## config.mk

```make
export PLATFORM = sky130hd
export DESIGN_NAME = ubhsp_top
export DESIGN_NICKNAME = d
export VERILOG_FILES = /design/src/ubhsp_top.v
export VERILOG_INCLUDE_DIRS = /design/src /design/src/src
export SDC_FILE = /design/constraint.sdc
export NUM_CORES = 1
export LEC_CHECK = 0
export ABC_AREA = 1
export BUFFER_PORTS_ARGS = -buffer_cell sky130_fd_sc_hd__buf_2
export CORE_ASPECT_RATIO = 1.1
export CORE_UTILIZATION = 62
export CTS_BUF_LIST = sky130_fd_sc_hd__clkbuf_8 sky130_fd_sc_hd__clkbuf_16
export CTS_CLUSTER_DIAMETER = 40
export DETAILED_ROUTE_END_ITERATION = 10
export GPL_ROUTABILITY_DRIVEN = 1
export PLACE_DENSITY = 0.89
export REMOVE_ABC_BUFFERS = 1
export SLEW_MARGIN = 40
export SYNTH_ARGS = -nofsm -noshare
export SYNTH_HDL_FRONTEND = slang
export SYNTH_HIERARCHICAL = 1
export SYNTH_SLANG_ARGS = --single-unit
```

## constraint.sdc

```tcl
create_clock -name CLK -period 2.7 [get_ports CLK]
set_input_delay 0.54 -clock CLK [delete_from_list [all_inputs] [get_ports CLK]]
set_output_delay 0.54 -clock CLK [all_outputs]
set_load 0.02 [all_outputs]
```

## src/ubhsp_regs.vh

```
// Host serial port constants: fields, limits, timing.
// Assumes inclusion by bare name from the port's design file only.
`ifndef UBHSP_REGS_VH
`define UBHSP_REGS_VH

// ----------------------------------------------------------------------------
// SPI command byte layout
// ----------------------------------------------------------------------------
`define UBHSP_SPI_WR_BIT      7
`define UBHSP_SPI_ADDR_MSB    4

// ----------------------------------------------------------------------------
// Register space
// ----------------------------------------------------------------------------
`define UBHSP_ADDR_QUEUE      8'h00
`define UBHSP_ADDR_LAST       8'h1F
`define UBHSP_ADDR_RESET      8'h00

// ----------------------------------------------------------------------------
// I2C slave address and timing
// ----------------------------------------------------------------------------
`define UBHSP_ID_DEFAULT      5'h15
`define UBHSP_I2C_FMAX_KHZ    400
`define UBHSP_CLK_KHZ         50000
`define UBHSP_I2C_MIN_PER_CYC (`UBHSP_CLK_KHZ / `UBHSP_I2C_FMAX_KHZ)

// ----------------------------------------------------------------------------
// Transmit queue and strap capture
// ----------------------------------------------------------------------------
`define UBHSP_TXQ_WIDTH       8
`define UBHSP_TXQ_DEPTH       32
`define UBHSP_TXQ_AW          5
`define UBHSP_STRAP_SETTLE    2'h3

`endif

```

## src/ubhsp_top.v

```verilog
// Host serial port: SPI mode-0 or I2C slave into the register file.
// Assumes same-cycle register reads and pins far slower than CLK.
//
// Behaviour
// RULE_01: Strap selects SPI or I2C.
// RULE_02: SPI mode 0: sample on rise, shift on fall.
// RULE_03: SPI single accesses and bursts after a command byte.
// RULE_04: Address-zero burst stays put; writes push, reads pop.
// RULE_05: Nonzero burst address increments per byte.
// RULE_06: Select high ends the burst, drops address.
// RULE_07: I2C bus clock up to 400 kHz.
// RULE_08: Seven-bit slave address: five fixed bits plus straps.
// RULE_09: Address bit 1 from data-in pin, bit 0 from select pin.
// RULE_10: First byte after START: address plus direction, 1 read.
// RULE_11: SDA change while SCL high is START or STOP; idle high.
// RULE_12: Register address acked only when valid.
// RULE_13: Writes ack address and every data byte until STOP; the code nacks a queue-address byte when the queue is full.
// RULE_14: Read: address write, repeated START, read address.
// RULE_15: Read: ack, eight bits, continue while master acks.
// RULE_16: Master nack then STOP ends transmission.
// RULE_17: Ack holds SDA low through ninth clock; nack leaves high.
// RULE_18: Master ends with STOP or repeated START.
// RULE_19: I2C bytes advance address, except at zero.
`timescale 1ns/10ps
`include "ubhsp_regs.vh"

// ----------------------------------------------------------------------------
// Transmit queue with registered output stage
// ----------------------------------------------------------------------------
module ubhsp_fifo #(
    parameter WIDTH = `UBHSP_TXQ_WIDTH,
    parameter DEPTH = `UBHSP_TXQ_DEPTH,
    parameter AW    = `UBHSP_TXQ_AW
) (
    input  wire             clk,
    input  wire             srst,
    input  wire [WIDTH-1:0] in_data,
    input  wire             in_valid,
    output wire             in_ready,
    output reg  [WIDTH-1:0] out_data,
    output reg              out_valid,
    input  wire             out_ready
);
    localparam [AW:0] FULL_COUNT = DEPTH;

    reg [WIDTH-1:0] mem [0:DEPTH-1];
    reg [AW-1:0]    wr_ptr;
    reg [AW-1:0]    rd_ptr;
    reg [AW:0]      count;
    wire            push;
    wire            load;

    assign in_ready = (count != FULL_COUNT);
    assign push     = in_valid & in_ready;
    assign load     = (count != {(AW+1){1'b0}}) & (~out_valid | out_ready);

    always @(posedge clk) begin
        if (push) begin
            mem[wr_ptr] <= in_data;
        end
    end

    always @(posedge clk) begin
        if (srst) begin
            wr_ptr    <= {AW{1'b0}};
            rd_ptr    <= {AW{1'b0}};
            count     <= {(AW+1){1'b0}};
            out_data  <= {WIDTH{1'b0}};
            out_valid <= 1'b0;
        end else begin
            if (push) begin
                wr_ptr <= wr_ptr + {{(AW-1){1'b0}}, 1'b1};
            end
            if (load) begin
                out_data  <= mem[rd_ptr];
                out_valid <= 1'b1;
                rd_ptr    <= rd_ptr + {{(AW-1){1'b0}}, 1'b1};
            end else if (out_ready) begin
                out_valid <= 1'b0;
            end
            if (push && !load) begin
                count <= count + {{AW{1'b0}}, 1'b1};
            end else if (!push && load) begin
                count <= count - {{AW{1'b0}}, 1'b1};
            end
        end
    end
endmodule // ubhsp_fifo

// ----------------------------------------------------------------------------
// Serial port top
// ----------------------------------------------------------------------------
module ubhsp_top #(
    parameter [4:0] ID_HIGH = `UBHSP_ID_DEFAULT  // Arbitrary value
) (
    input  wire       CLK,
    input  wire       SRST,
    input  wire       SEL_SPI,
    input  wire       SCLK,
    input  wire       CHIP_SELECT_ADDR0_PIN,
    input  wire       DATA_IN_ADDR1_PIN,
    output reg        DOUT,
    input  wire       SDA_IN,
    output reg        SDA_OUT,
    output reg        SDA_OE_N,
    output reg  [7:0] REG_ADDR,
    output reg  [7:0] REG_WDATA,
    output reg        REG_WR,
    output reg        REG_RD,
    input  wire [7:0] REG_RDATA,
    output wire [7:0] TXQ_DATA,
    output wire       TXQ_VALID,
    input  wire       TXQ_READY,
    output reg        TXQ_OVERFLOW
);
    // ------------------------------------------------------------------------
    // States and helpers
    // ------------------------------------------------------------------------
    localparam [2:0] I_IDLE = 3'h0;
    localparam [2:0] I_DEV  = 3'h1;
    localparam [2:0] I_REG  = 3'h2;
    localparam [2:0] I_WR   = 3'h3;
    localparam [2:0] I_RD   = 3'h4;

    // Address zero is the queue window, so it never moves
    function [7:0] advance;
        input [7:0] a;
        begin
            advance = (a == `UBHSP_ADDR_QUEUE) ? a : a + 8'h01;
        end
    endfunction

    // ------------------------------------------------------------------------
    // Pin synchronisers
    // ------------------------------------------------------------------------
    reg       scl_s1, scl_s2, scl_d;
    reg       sda_s1, sda_s2, sda_d;
    reg       cs_s1,  cs_s2;
    reg       din_s1, din_s2;
    reg       sel_s1, sel_s2;

    always @(posedge CLK) begin
        scl_s1 <= SCLK;
        scl_s2 <= scl_s1;
        scl_d  <= scl_s2;
        sda_s1 <= SDA_IN;
        sda_s2 <= sda_s1;
        sda_d  <= sda_s2;
        cs_s1  <= CHIP_SELECT_ADDR0_PIN;
        cs_s2  <= cs_s1;
        din_s1 <= DATA_IN_ADDR1_PIN;
        din_s2 <= din_s1;
        sel_s1 <= SEL_SPI;
        sel_s2 <= sel_s1;
    end

    wire scl_rise = scl_s2 & ~scl_d;  // [RULE_07]
    wire scl_fall = ~scl_s2 & scl_d;
    wire i2c_start = scl_s2 & scl_d & sda_d & ~sda_s2;  // [RULE_11]
    wire i2c_stop  = scl_s2 & scl_d & ~sda_d & sda_s2;  // [RULE_11]

    // ------------------------------------------------------------------------
    // Working state
    // ------------------------------------------------------------------------
    reg [1:0] strap_cnt;
    reg       strap_done;
    reg       mode_spi;
    reg [1:0] addr_low;
    reg [3:0] bit_cnt;
    reg [7:0] rx_shift;
    reg [7:0] tx_shift;
    reg [7:0] addr;
    reg       s_first;
    reg       s_write;
    reg [2:0] i_state;
    reg       ack_now;
    reg [7:0] push_data;
    reg       push_valid;
    wire      txq_ready_in;
    wire [7:0] byte_in = {rx_shift[6:0], mode_spi ? din_s2 : sda_s2};

    // ------------------------------------------------------------------------
    // Transmit queue
    // ------------------------------------------------------------------------
    ubhsp_fifo #(
        .WIDTH (`UBHSP_TXQ_WIDTH),
        .DEPTH (`UBHSP_TXQ_DEPTH),
        .AW    (`UBHSP_TXQ_AW)
    ) u_txq (
        .clk       (CLK),
        .srst      (SRST),
        .in_data   (push_data),
        .in_valid  (push_valid),
        .in_ready  (txq_ready_in),
        .out_data  (TXQ_DATA),
        .out_valid (TXQ_VALID),
        .out_ready (TXQ_READY)
    );

    // ------------------------------------------------------------------------
    // Protocol engine
    // ------------------------------------------------------------------------
    always @(posedge CLK) begin
        if (SRST) begin
            strap_cnt    <= 2'h0;
            strap_done   <= 1'b0;
            mode_spi     <= 1'b0;
            addr_low     <= 2'h0;
            bit_cnt      <= 4'h0;
            rx_shift     <= 8'h00;
            tx_shift     <= 8'h00;
            addr         <= `UBHSP_ADDR_RESET;
            s_first      <= 1'b1;
            s_write      <= 1'b0;
            i_state      <= I_IDLE;
            ack_now      <= 1'b0;
            push_data    <= 8'h00;
            push_valid   <= 1'b0;
            DOUT         <= 1'b0;
            SDA_OUT      <= 1'b0;
            SDA_OE_N     <= 1'b1;
            REG_ADDR     <= `UBHSP_ADDR_RESET;
            REG_WDATA    <= 8'h00;
            REG_WR       <= 1'b0;
            REG_RD       <= 1'b0;
            TXQ_OVERFLOW <= 1'b0;
        end else begin
            REG_WR       <= 1'b0;
            REG_RD       <= 1'b0;
            push_valid   <= 1'b0;
            TXQ_OVERFLOW <= 1'b0;
            if (!strap_done) begin
                // Straps static; latch after sync
                strap_cnt <= strap_cnt + 2'h1;
                if (strap_cnt == `UBHSP_STRAP_SETTLE) begin
                    strap_done <= 1'b1;
                    mode_spi   <= sel_s2;                        // [RULE_01]
                    addr_low   <= {din_s2, cs_s2};               // [RULE_09]
                end
            end else if (mode_spi) begin
                if (cs_s2) begin
                    // Select high ends any burst and forgets the address
                    s_first  <= 1'b1;                            // [RULE_06]
                    s_write  <= 1'b0;
                    bit_cnt  <= 4'h0;
                    tx_shift <= 8'h00;
                    DOUT     <= 1'b0;
                end else begin
                    if (scl_rise) begin
                        rx_shift <= byte_in;                     // [RULE_02]
                        bit_cnt  <= (bit_cnt == 4'h7) ? 4'h0 : bit_cnt + 4'h1;
                        if (bit_cnt == 4'h7) begin
                            if (s_first) begin
                                s_first  <= 1'b0;                // [RULE_03]
                                s_write  <= byte_in[`UBHSP_SPI_WR_BIT];
                                addr     <= {3'h0, byte_in[`UBHSP_SPI_ADDR_MSB:0]};
                                REG_ADDR <= {3'h0, byte_in[`UBHSP_SPI_ADDR_MSB:0]};
                                REG_RD   <= ~byte_in[`UBHSP_SPI_WR_BIT];
                            end else if (s_write) begin
                                if (addr == `UBHSP_ADDR_QUEUE) begin
                                    // Link cannot stall; full queue drops
                                    push_valid   <= txq_ready_in;   // [RULE_04]
                                    push_data    <= byte_in;
                                    TXQ_OVERFLOW <= ~txq_ready_in;
                                end else begin
                                    REG_ADDR  <= addr;
                                    REG_WDATA <= byte_in;
                                    REG_WR    <= 1'b1;
                                end
                                addr <= advance(addr);           // [RULE_05]
                            end else begin
                                // Read ahead for the next fall
                                addr     <= advance(addr);       // [RULE_05]
                                REG_ADDR <= advance(addr);       // [RULE_04]
                                REG_RD   <= 1'b1;
                            end
                        end
                    end
                    if (scl_fall) begin
                        DOUT     <= tx_shift[7];                 // [RULE_02]
                        tx_shift <= {tx_shift[6:0], 1'b0};
                    end
                end
            end else begin
                if (i2c_start) begin
                    i_state  <= I_DEV;                           // [RULE_10]
                    bit_cnt  <= 4'h0;
                    SDA_OE_N <= 1'b1;
                end else if (i2c_stop) begin
                    i_state  <= I_IDLE;                          // [RULE_16]
                    bit_cnt  <= 4'h0;
                    SDA_OE_N <= 1'b1;
                end else if (i_state != I_IDLE) begin
                    if (scl_rise) begin
                        if (bit_cnt != 4'h8) begin
                            rx_shift <= byte_in;
                            bit_cnt  <= bit_cnt + 4'h1;
                            if (bit_cnt == 4'h7) begin
                                ack_now <= 1'b0;
                                case (i_state)
                                    I_DEV: begin
                                        if (byte_in[7:1] == {ID_HIGH, addr_low}) begin
                                            ack_now <= 1'b1;     // [RULE_08]
                                            if (byte_in[0]) begin
                                                i_state  <= I_RD;   // [RULE_14]
                                                REG_ADDR <= addr;
                                                REG_RD   <= 1'b1;
                                            end else begin
                                                i_state <= I_REG;
                                            end
                                        end else begin
                                            i_state <= I_IDLE;
                                        end
                                    end
                                    I_REG: begin
                                        addr <= byte_in;
                                        if (byte_in <= `UBHSP_ADDR_LAST) begin
                                            ack_now <= 1'b1;     // [RULE_12]
                                            i_state <= I_WR;
                                        end else begin
                                            i_state <= I_IDLE;
                                        end
                                    end
                                    I_WR: begin
                                        addr <= advance(addr);   // [RULE_19]
                                        if (addr == `UBHSP_ADDR_QUEUE) begin
                                            // Full queue refuses by nack
                                            ack_now    <= txq_ready_in;
                                            push_valid <= txq_ready_in;
                                            push_data  <= byte_in;
                                        end else begin
                                            ack_now   <= 1'b1;   // [RULE_13]
                                            REG_ADDR  <= addr;
                                            REG_WDATA <= byte_in;
                                            REG_WR    <= 1'b1;
                                        end
                                    end
                                    default: begin
                                        ack_now <= 1'b0;
                                    end
                                endcase
                            end
                        end else begin
                            bit_cnt <= 4'h0;
                            if (i_state == I_RD && !ack_now) begin
                                if (sda_s2) begin
                                    i_state <= I_IDLE;           // [RULE_16]
                                end else begin
                                    addr     <= advance(addr);   // [RULE_19]
                                    REG_ADDR <= advance(addr);   // [RULE_15]
                                    REG_RD   <= 1'b1;
                                end
                            end
                            ack_now <= 1'b0;
                        end
                    end
                    if (scl_fall) begin
                        if (bit_cnt == 4'h8) begin
                            SDA_OE_N <= ~ack_now;                // [RULE_17]
                        end else if (i_state == I_RD) begin
                            SDA_OE_N <= tx_shift[7];             // [RULE_15]
                            tx_shift <= {tx_shift[6:0], 1'b1};
                        end else begin
                            SDA_OE_N <= 1'b1;
                        end
                    end
                end else if (scl_fall) begin
                    SDA_OE_N <= 1'b1;                            // [RULE_11]
                end
            end
            if (REG_RD) begin
                tx_shift <= REG_RDATA;
            end
        end
    end
endmodule // ubhsp_top

```

# Word level (Yosys, flattened, before mapping)
# Memories as Yosys holds them, arrays and structs flattened. A register that Yosys moved wholly into a read port is not among the register bits.
# Cells that the tools add are included.
# classes
n_addsub,7
magnitude_cmp,1
eq_ne,29
muxes,175
bitwise,26
reduce_logical,46
# ops
cell,count
two-way mux 8 bit,68
two-way mux 1 bit,73
two-way mux 7 bit,8
two-way mux 4 bit,9
one-hot mux 8 bit (2 select lines),2
two-way mux 3 bit,10
nonzero test 3 bit,9
AND reduction 12 bit,2
AND reduction 8 bit,3
nonzero test 2 bit,10
NOT 1 bit,16
nonzero test 4 bit,4
AND reduction 14 bit,1
two-way mux 6 bit,2
"inequality test 4 bit, second input constant",3
"adder 5 x 1 -> 5 bit, second input constant",2
"inequality test 2 x 1 -> 1 bit, second input constant",5
AND 1 bit,9
OR reduction 9 bit,1
"adder 8 x 1 -> 8 bit, second input constant",1
"<= comparator 8 x 5 -> 1 bit, second input constant",1
zero test 8 bit,1
"inequality test 4 x 2 -> 1 bit, second input constant",2
AND reduction 4 bit,2
other kinds (30),40
# word_totals
reg_bits,98
mem_bits_rw,256
in_bits,16
out_inout_bits,31
wordCells,322
mem_count,1
# memory_table
name,depth,word_bits,rd,rd_clocked_by_memory_dff,write_ports,line_no,text
u_txq.mem,32,8,1,1,1,ubhsp_top.v:46,reg [WIDTH-1:0] mem [0:DEPTH-1];

# Logic depth before layout (Yosys ltp)
# depth
ltp_word,11
mapped_depth,17
depth_no_buf,16

# Cells and area by module
# Netlist, hierarchy kept.
# by_module_without_submodules
module,instances,cells_per_inst,area_each_um2,seq_area_each_um2
ubhsp_fifo,1,1175,12076.6,8187.9
ubhsp_top,1,709,4668.2,1621.6

# Worst setup path before layout
# No wires, ideal clock.
# synth_path
path_kind,register to register
from,reg u_txq.count[0]
to,reg u_txq.count[4]
setup_ns,0.115
t_arrival_ns,2.324
required_time_ns,2.585
path_slack_ns,0.261
path_stages_with_launch,16
n_path_buf,1
period_less_slack_ns,2.439
path_cell_list,dfxtp_1 > inv_1 > nand3_1 > nor3_2 > nand2_1 > nand2_2 > buf_4 > ha_1 > inv_1 > ha_1 > nand2_1 > nor2_1 > a211oi_1 > xnor2_1 > o21ai_0 > inv_1
# synth_via
elab_chain_cells,5
elab_cells_between_ends,13
classes_between,add/sub (2); eq/ne (1); mux (2); bitwise (2); reduce/logical (6)
# synth_rtl
item,line_no,text
"start, declared",ubhsp_top.v:49,reg [AW:0] count;
"start signal, assigned",ubhsp_top.v:67,count <= {(AW+1){1'b0}};
"start signal, assigned",ubhsp_top.v:82,"count <= count + {{AW{1'b0}}, 1'b1};"
"start signal, assigned",ubhsp_top.v:84,"count <= count - {{AW{1'b0}}, 1'b1};"
"parallel branches: the longest is 5 deep, another holds subtractor 6 x 1 -> 6 bit",-,
# Several ways; the timed one is not identified. The select of a mux whose other input is x is not followed.
# A chain may end at the register's enable or synchronous reset.

# Final worst setup path
# layout_path
from,reg u_txq.count[0]
to,reg u_txq.count[5]
# The elaborated chain is that of the path after synthesis.

==> results.json <==
{
  "hold_buffers": 0,
  "required_ps": 3150,
  "io_buffers": 45,
  "antenna_found_initial": 0,
  "power.total_mw": 15.0,
  "dp.cells": 2252,
  "gp_congestion": 0.932,
  "ys_seq_area_frac": 0.586,
  "vias": 13600,
  "first_iter_violations": 1576,
  "ys_ff_latch": 362,
  "synth.area.top_cells": "edfxtp_1 (46%), nand2_1 (13%), dfxtp_1 (13%), nand3_1 (6.8%), nor2_1 (4.4%)",
  "io_pins": 47,
  "cts_setup_buffers": 0,
  "setup_viol": 0,
  "nets": 1978,
  "grt_overflow": 0,
  "antenna-diode-count": 0,
  "grt_pass1_wl_um": 66200,
  "fill_cells": 1808,
  "multi_input_area_mm2": 0.00582,
  "drt-pass1-iter-count": 6,
  "path_max_fanout": 5,
  "cts-root-buf": "clkbuf_16",
  "cts_tree": "built",
  "drc": 0,
  "hp-class": "in -> reg",
  "yosysWarnings": 6,
  "async_flop_share": 0,
  "finalCriticalPeriod_ps": 2430,
  "hold_slack_ps": 107,
  "status": "finished, final reports clean",
  "placed_cell_area_mm2": 0.0174,
  "startpoint_type": "flip-flop",
  "synth.most_common_cell": "nand2_1",
  "worst_path_dominant_cell_family": "simple AND/OR/NAND/NOR gates",
  "drv_cap": 0,
  "leakage_nw": 8.21,
  "synth_top_area_frac": 0.459,
  "wl_per_cell_um": 18.0,
  "fp.dieW_um": 159,
  "grt_pass1_vias": 13300,
  "dp.final_hpwl_um": 25900,
  "peakVddDrop_uv": 1270,
  "syn_avg_cell_area_um2": 8.89,
  "slowest_stage": "dfxtp_1",
  "ys.flop_type": "edfxtp_1",
  "critPathBufInv": 3,
  "max_stage_delay_ps": 340,
  "relSlewSlack": 0.419,
  "viasPerCell": 5.83,
  "path_cells": "inv_1 -> nand3_1 -> nor3_4 -> nand2_1 -> nand2_2 -> ha_2 -> inv_2 -> ha_1 -> nand2_1 -> inv_1 -> nand4_1 -> o211ai_1 -> nand2_1 -> nand2_1 -> nand2_1 -> a21oi_1",
  "hold_violations": 0,
  "htree_levels": 2,
  "syn_inst": 1884,
  "cts_buffer_depth": 3,
  "critPathKind": "reg -> reg",
  "endpoint_kind": "flip-flop",
  "initial_core_util": 0.637,
  "crit_arrival_ps": 2880,
  "antenna_left": 0,
  "netlist-cell-type-count": 53,
  "die_y_um": 174,
  "grt.total_usage": 0.309,
  "fin_ws_ps": 273,
  "cts.sink_count": 362,
  "fin_cells": 2331,
  "routed_wl_um": 41900,
  "seqCellArea_mm2": 0.00982,
  "post-route-period-util": 0.899,
  "finClkSkew_ps": 26.2,
  "final_core_util": 0.720,
  "fmax_mhz": 412,
  "netlist_top_cells_count": "nand2_1 (566), edfxtp_1 (256), nand3_1 (227)",
  "synthesis.area_mm2": 0.0167,
  "die-area_mm2": 0.0277,
  "num_rows": 62,
  "pre_cts_ws_ps": 291,
  "insertion_delay_ps": 530,
  "clkTransAtPathRegs_ps": 60,
  "drive_gt1_frac": 0.122,
  "synth.largest_area_cell": "edfxtp_1",
  "synthToLayoutAreaGrowth_pct": 13.1,
  "cts_made_buffers": 43,
  "pwr_density_cell_mw_per_mm2": 790,
  "worst_pin_slew_ps": 871,
  "coreArea_mm2": 0.0263,
  "grt_max_degree": 140,
  "report.final.slew_viol_count": 0,
  "design_area_mm2": 0.0189,
  "rsz0062_at_grt": "no",
  "synth_edf_count": 256,
  "critPathMostFrequentCell": "nand2_1",
  "fin_setup_tns_ps": 0
}
-- worst register-to-register path, delay by kind of cell (launching register included) --
kind | cells | cell delay (ps)
buf+inv | 3 | 290
fa+ha+maj | 2 | 560
flops | 1 | 340
compound gates | 2 | 270
simple gates | 9 | 910
-- flip-flops by register name, summed over array words and instances, names as in the netlist, 2 cells and up --
register        cells
u_txq/mem         256
REG_ADDR            8
REG_WDATA           8
addr                8
push_data           8
tx_shift            8
u_txq/out_data      8
rx_shift            7
u_txq/count         6
u_txq/rd_ptr        5
u_txq/wr_ptr        5
bit_cnt             4
i_state             3
addr_low            2
strap_cnt           2
-- report_power, final --
group | leakage (nW) | internal, mW | total, mW | switching (mW)
sequential | 2.89 | 6.00 | 6.11 | 0.115
clock | 0.756 | 3.65 | 5.96 | 2.31
combinational | 4.56 | 0.852 | 2.88 | 2.03
-- path summary, 6_finish.rpt --
path | start | endpoint | slack, ps | cells after the start
worst max register to register | u_txq/count[0]$_SDFFE_PP0P_ | u_txq/count[5]$_SDFFE_PP0P_ | 270 | 16
worst min register to register | sel_s1$_DFF_P_ | sel_s2$_DFF_P_ | 320 | 0
worst min-delay path | DATA_IN_ADDR1_PIN | din_s1$_DFF_P_ | 110 | 1
worst max-delay path | u_txq/count[0]$_SDFFE_PP0P_ | u_txq/count[5]$_SDFFE_PP0P_ | 270 | 16
-- final cells by class --
type / instances / share of cell area
clock buffers: 48 / 0.0617
clock inverters: 31 / 0.0178
inverters: 198 / 0.0393
multi-input cells: 1250 / 0.307
flip-flops and latches: 362 / 0.519
well taps: 352 / 0.0233
repair buffers: 90 / 0.0324
-- cell usage in the layout (no fill, tap or decap), types with 6 or more instances in the layout --
master     synthesis  layout
nand3_1          227     227
a31oi_1            7       7
buf_2             38      45
nor2_1           196     196
nor3_1            14      14
clkinv_2           0       6
a21oi_1           64      64
nor2_2            26      26
inv_1            187     190
o21bai_1           9       9
o21ai_0           40      40
edfxtp_1         256     256
inv_6              0       7
buf_4              9      41
nand2_2           11      11
inv_2              9      11
clkbuf_16          0      45
nand4_1           13      13
ha_1              16      14
nand2_1          566     566
xor2_1             8       8
dfxtp_1          106     101
-- cell families after synthesis --
| family | after synthesis | synth area share |
|---|---|---|
| DFF | 362 | 0.586 |
| other | 1 | 0.000224 |
| buffers and inverters | 272 | 0.0681 |
| AOI/OAI and AO/OA | 141 | 0.0470 |
| xor gates and xnor gates | 11 | 0.00575 |
| and+or+nand+nor | 1080 | 0.280 |
| adders and majority gates | 17 | 0.0132 |
-- what timing repair did --
item                                    in CTS  in global routing
endpoints found under the setup margin       0                  3
hold endpoints to repair                     0                  0
gates resized for setup                      0                  4
-- routing by layer --
layer  GRT usage  vias to the layer above  part of all wire
li1            -                     6293                 -
met1       0.362                     6273              0.36
met2       0.533                      811              0.50
met3      0.0476                      212             0.086
met4       0.181                        0             0.057
met5           0                        -                 0
Note: power is estimated with default switching activity, not from simulation.
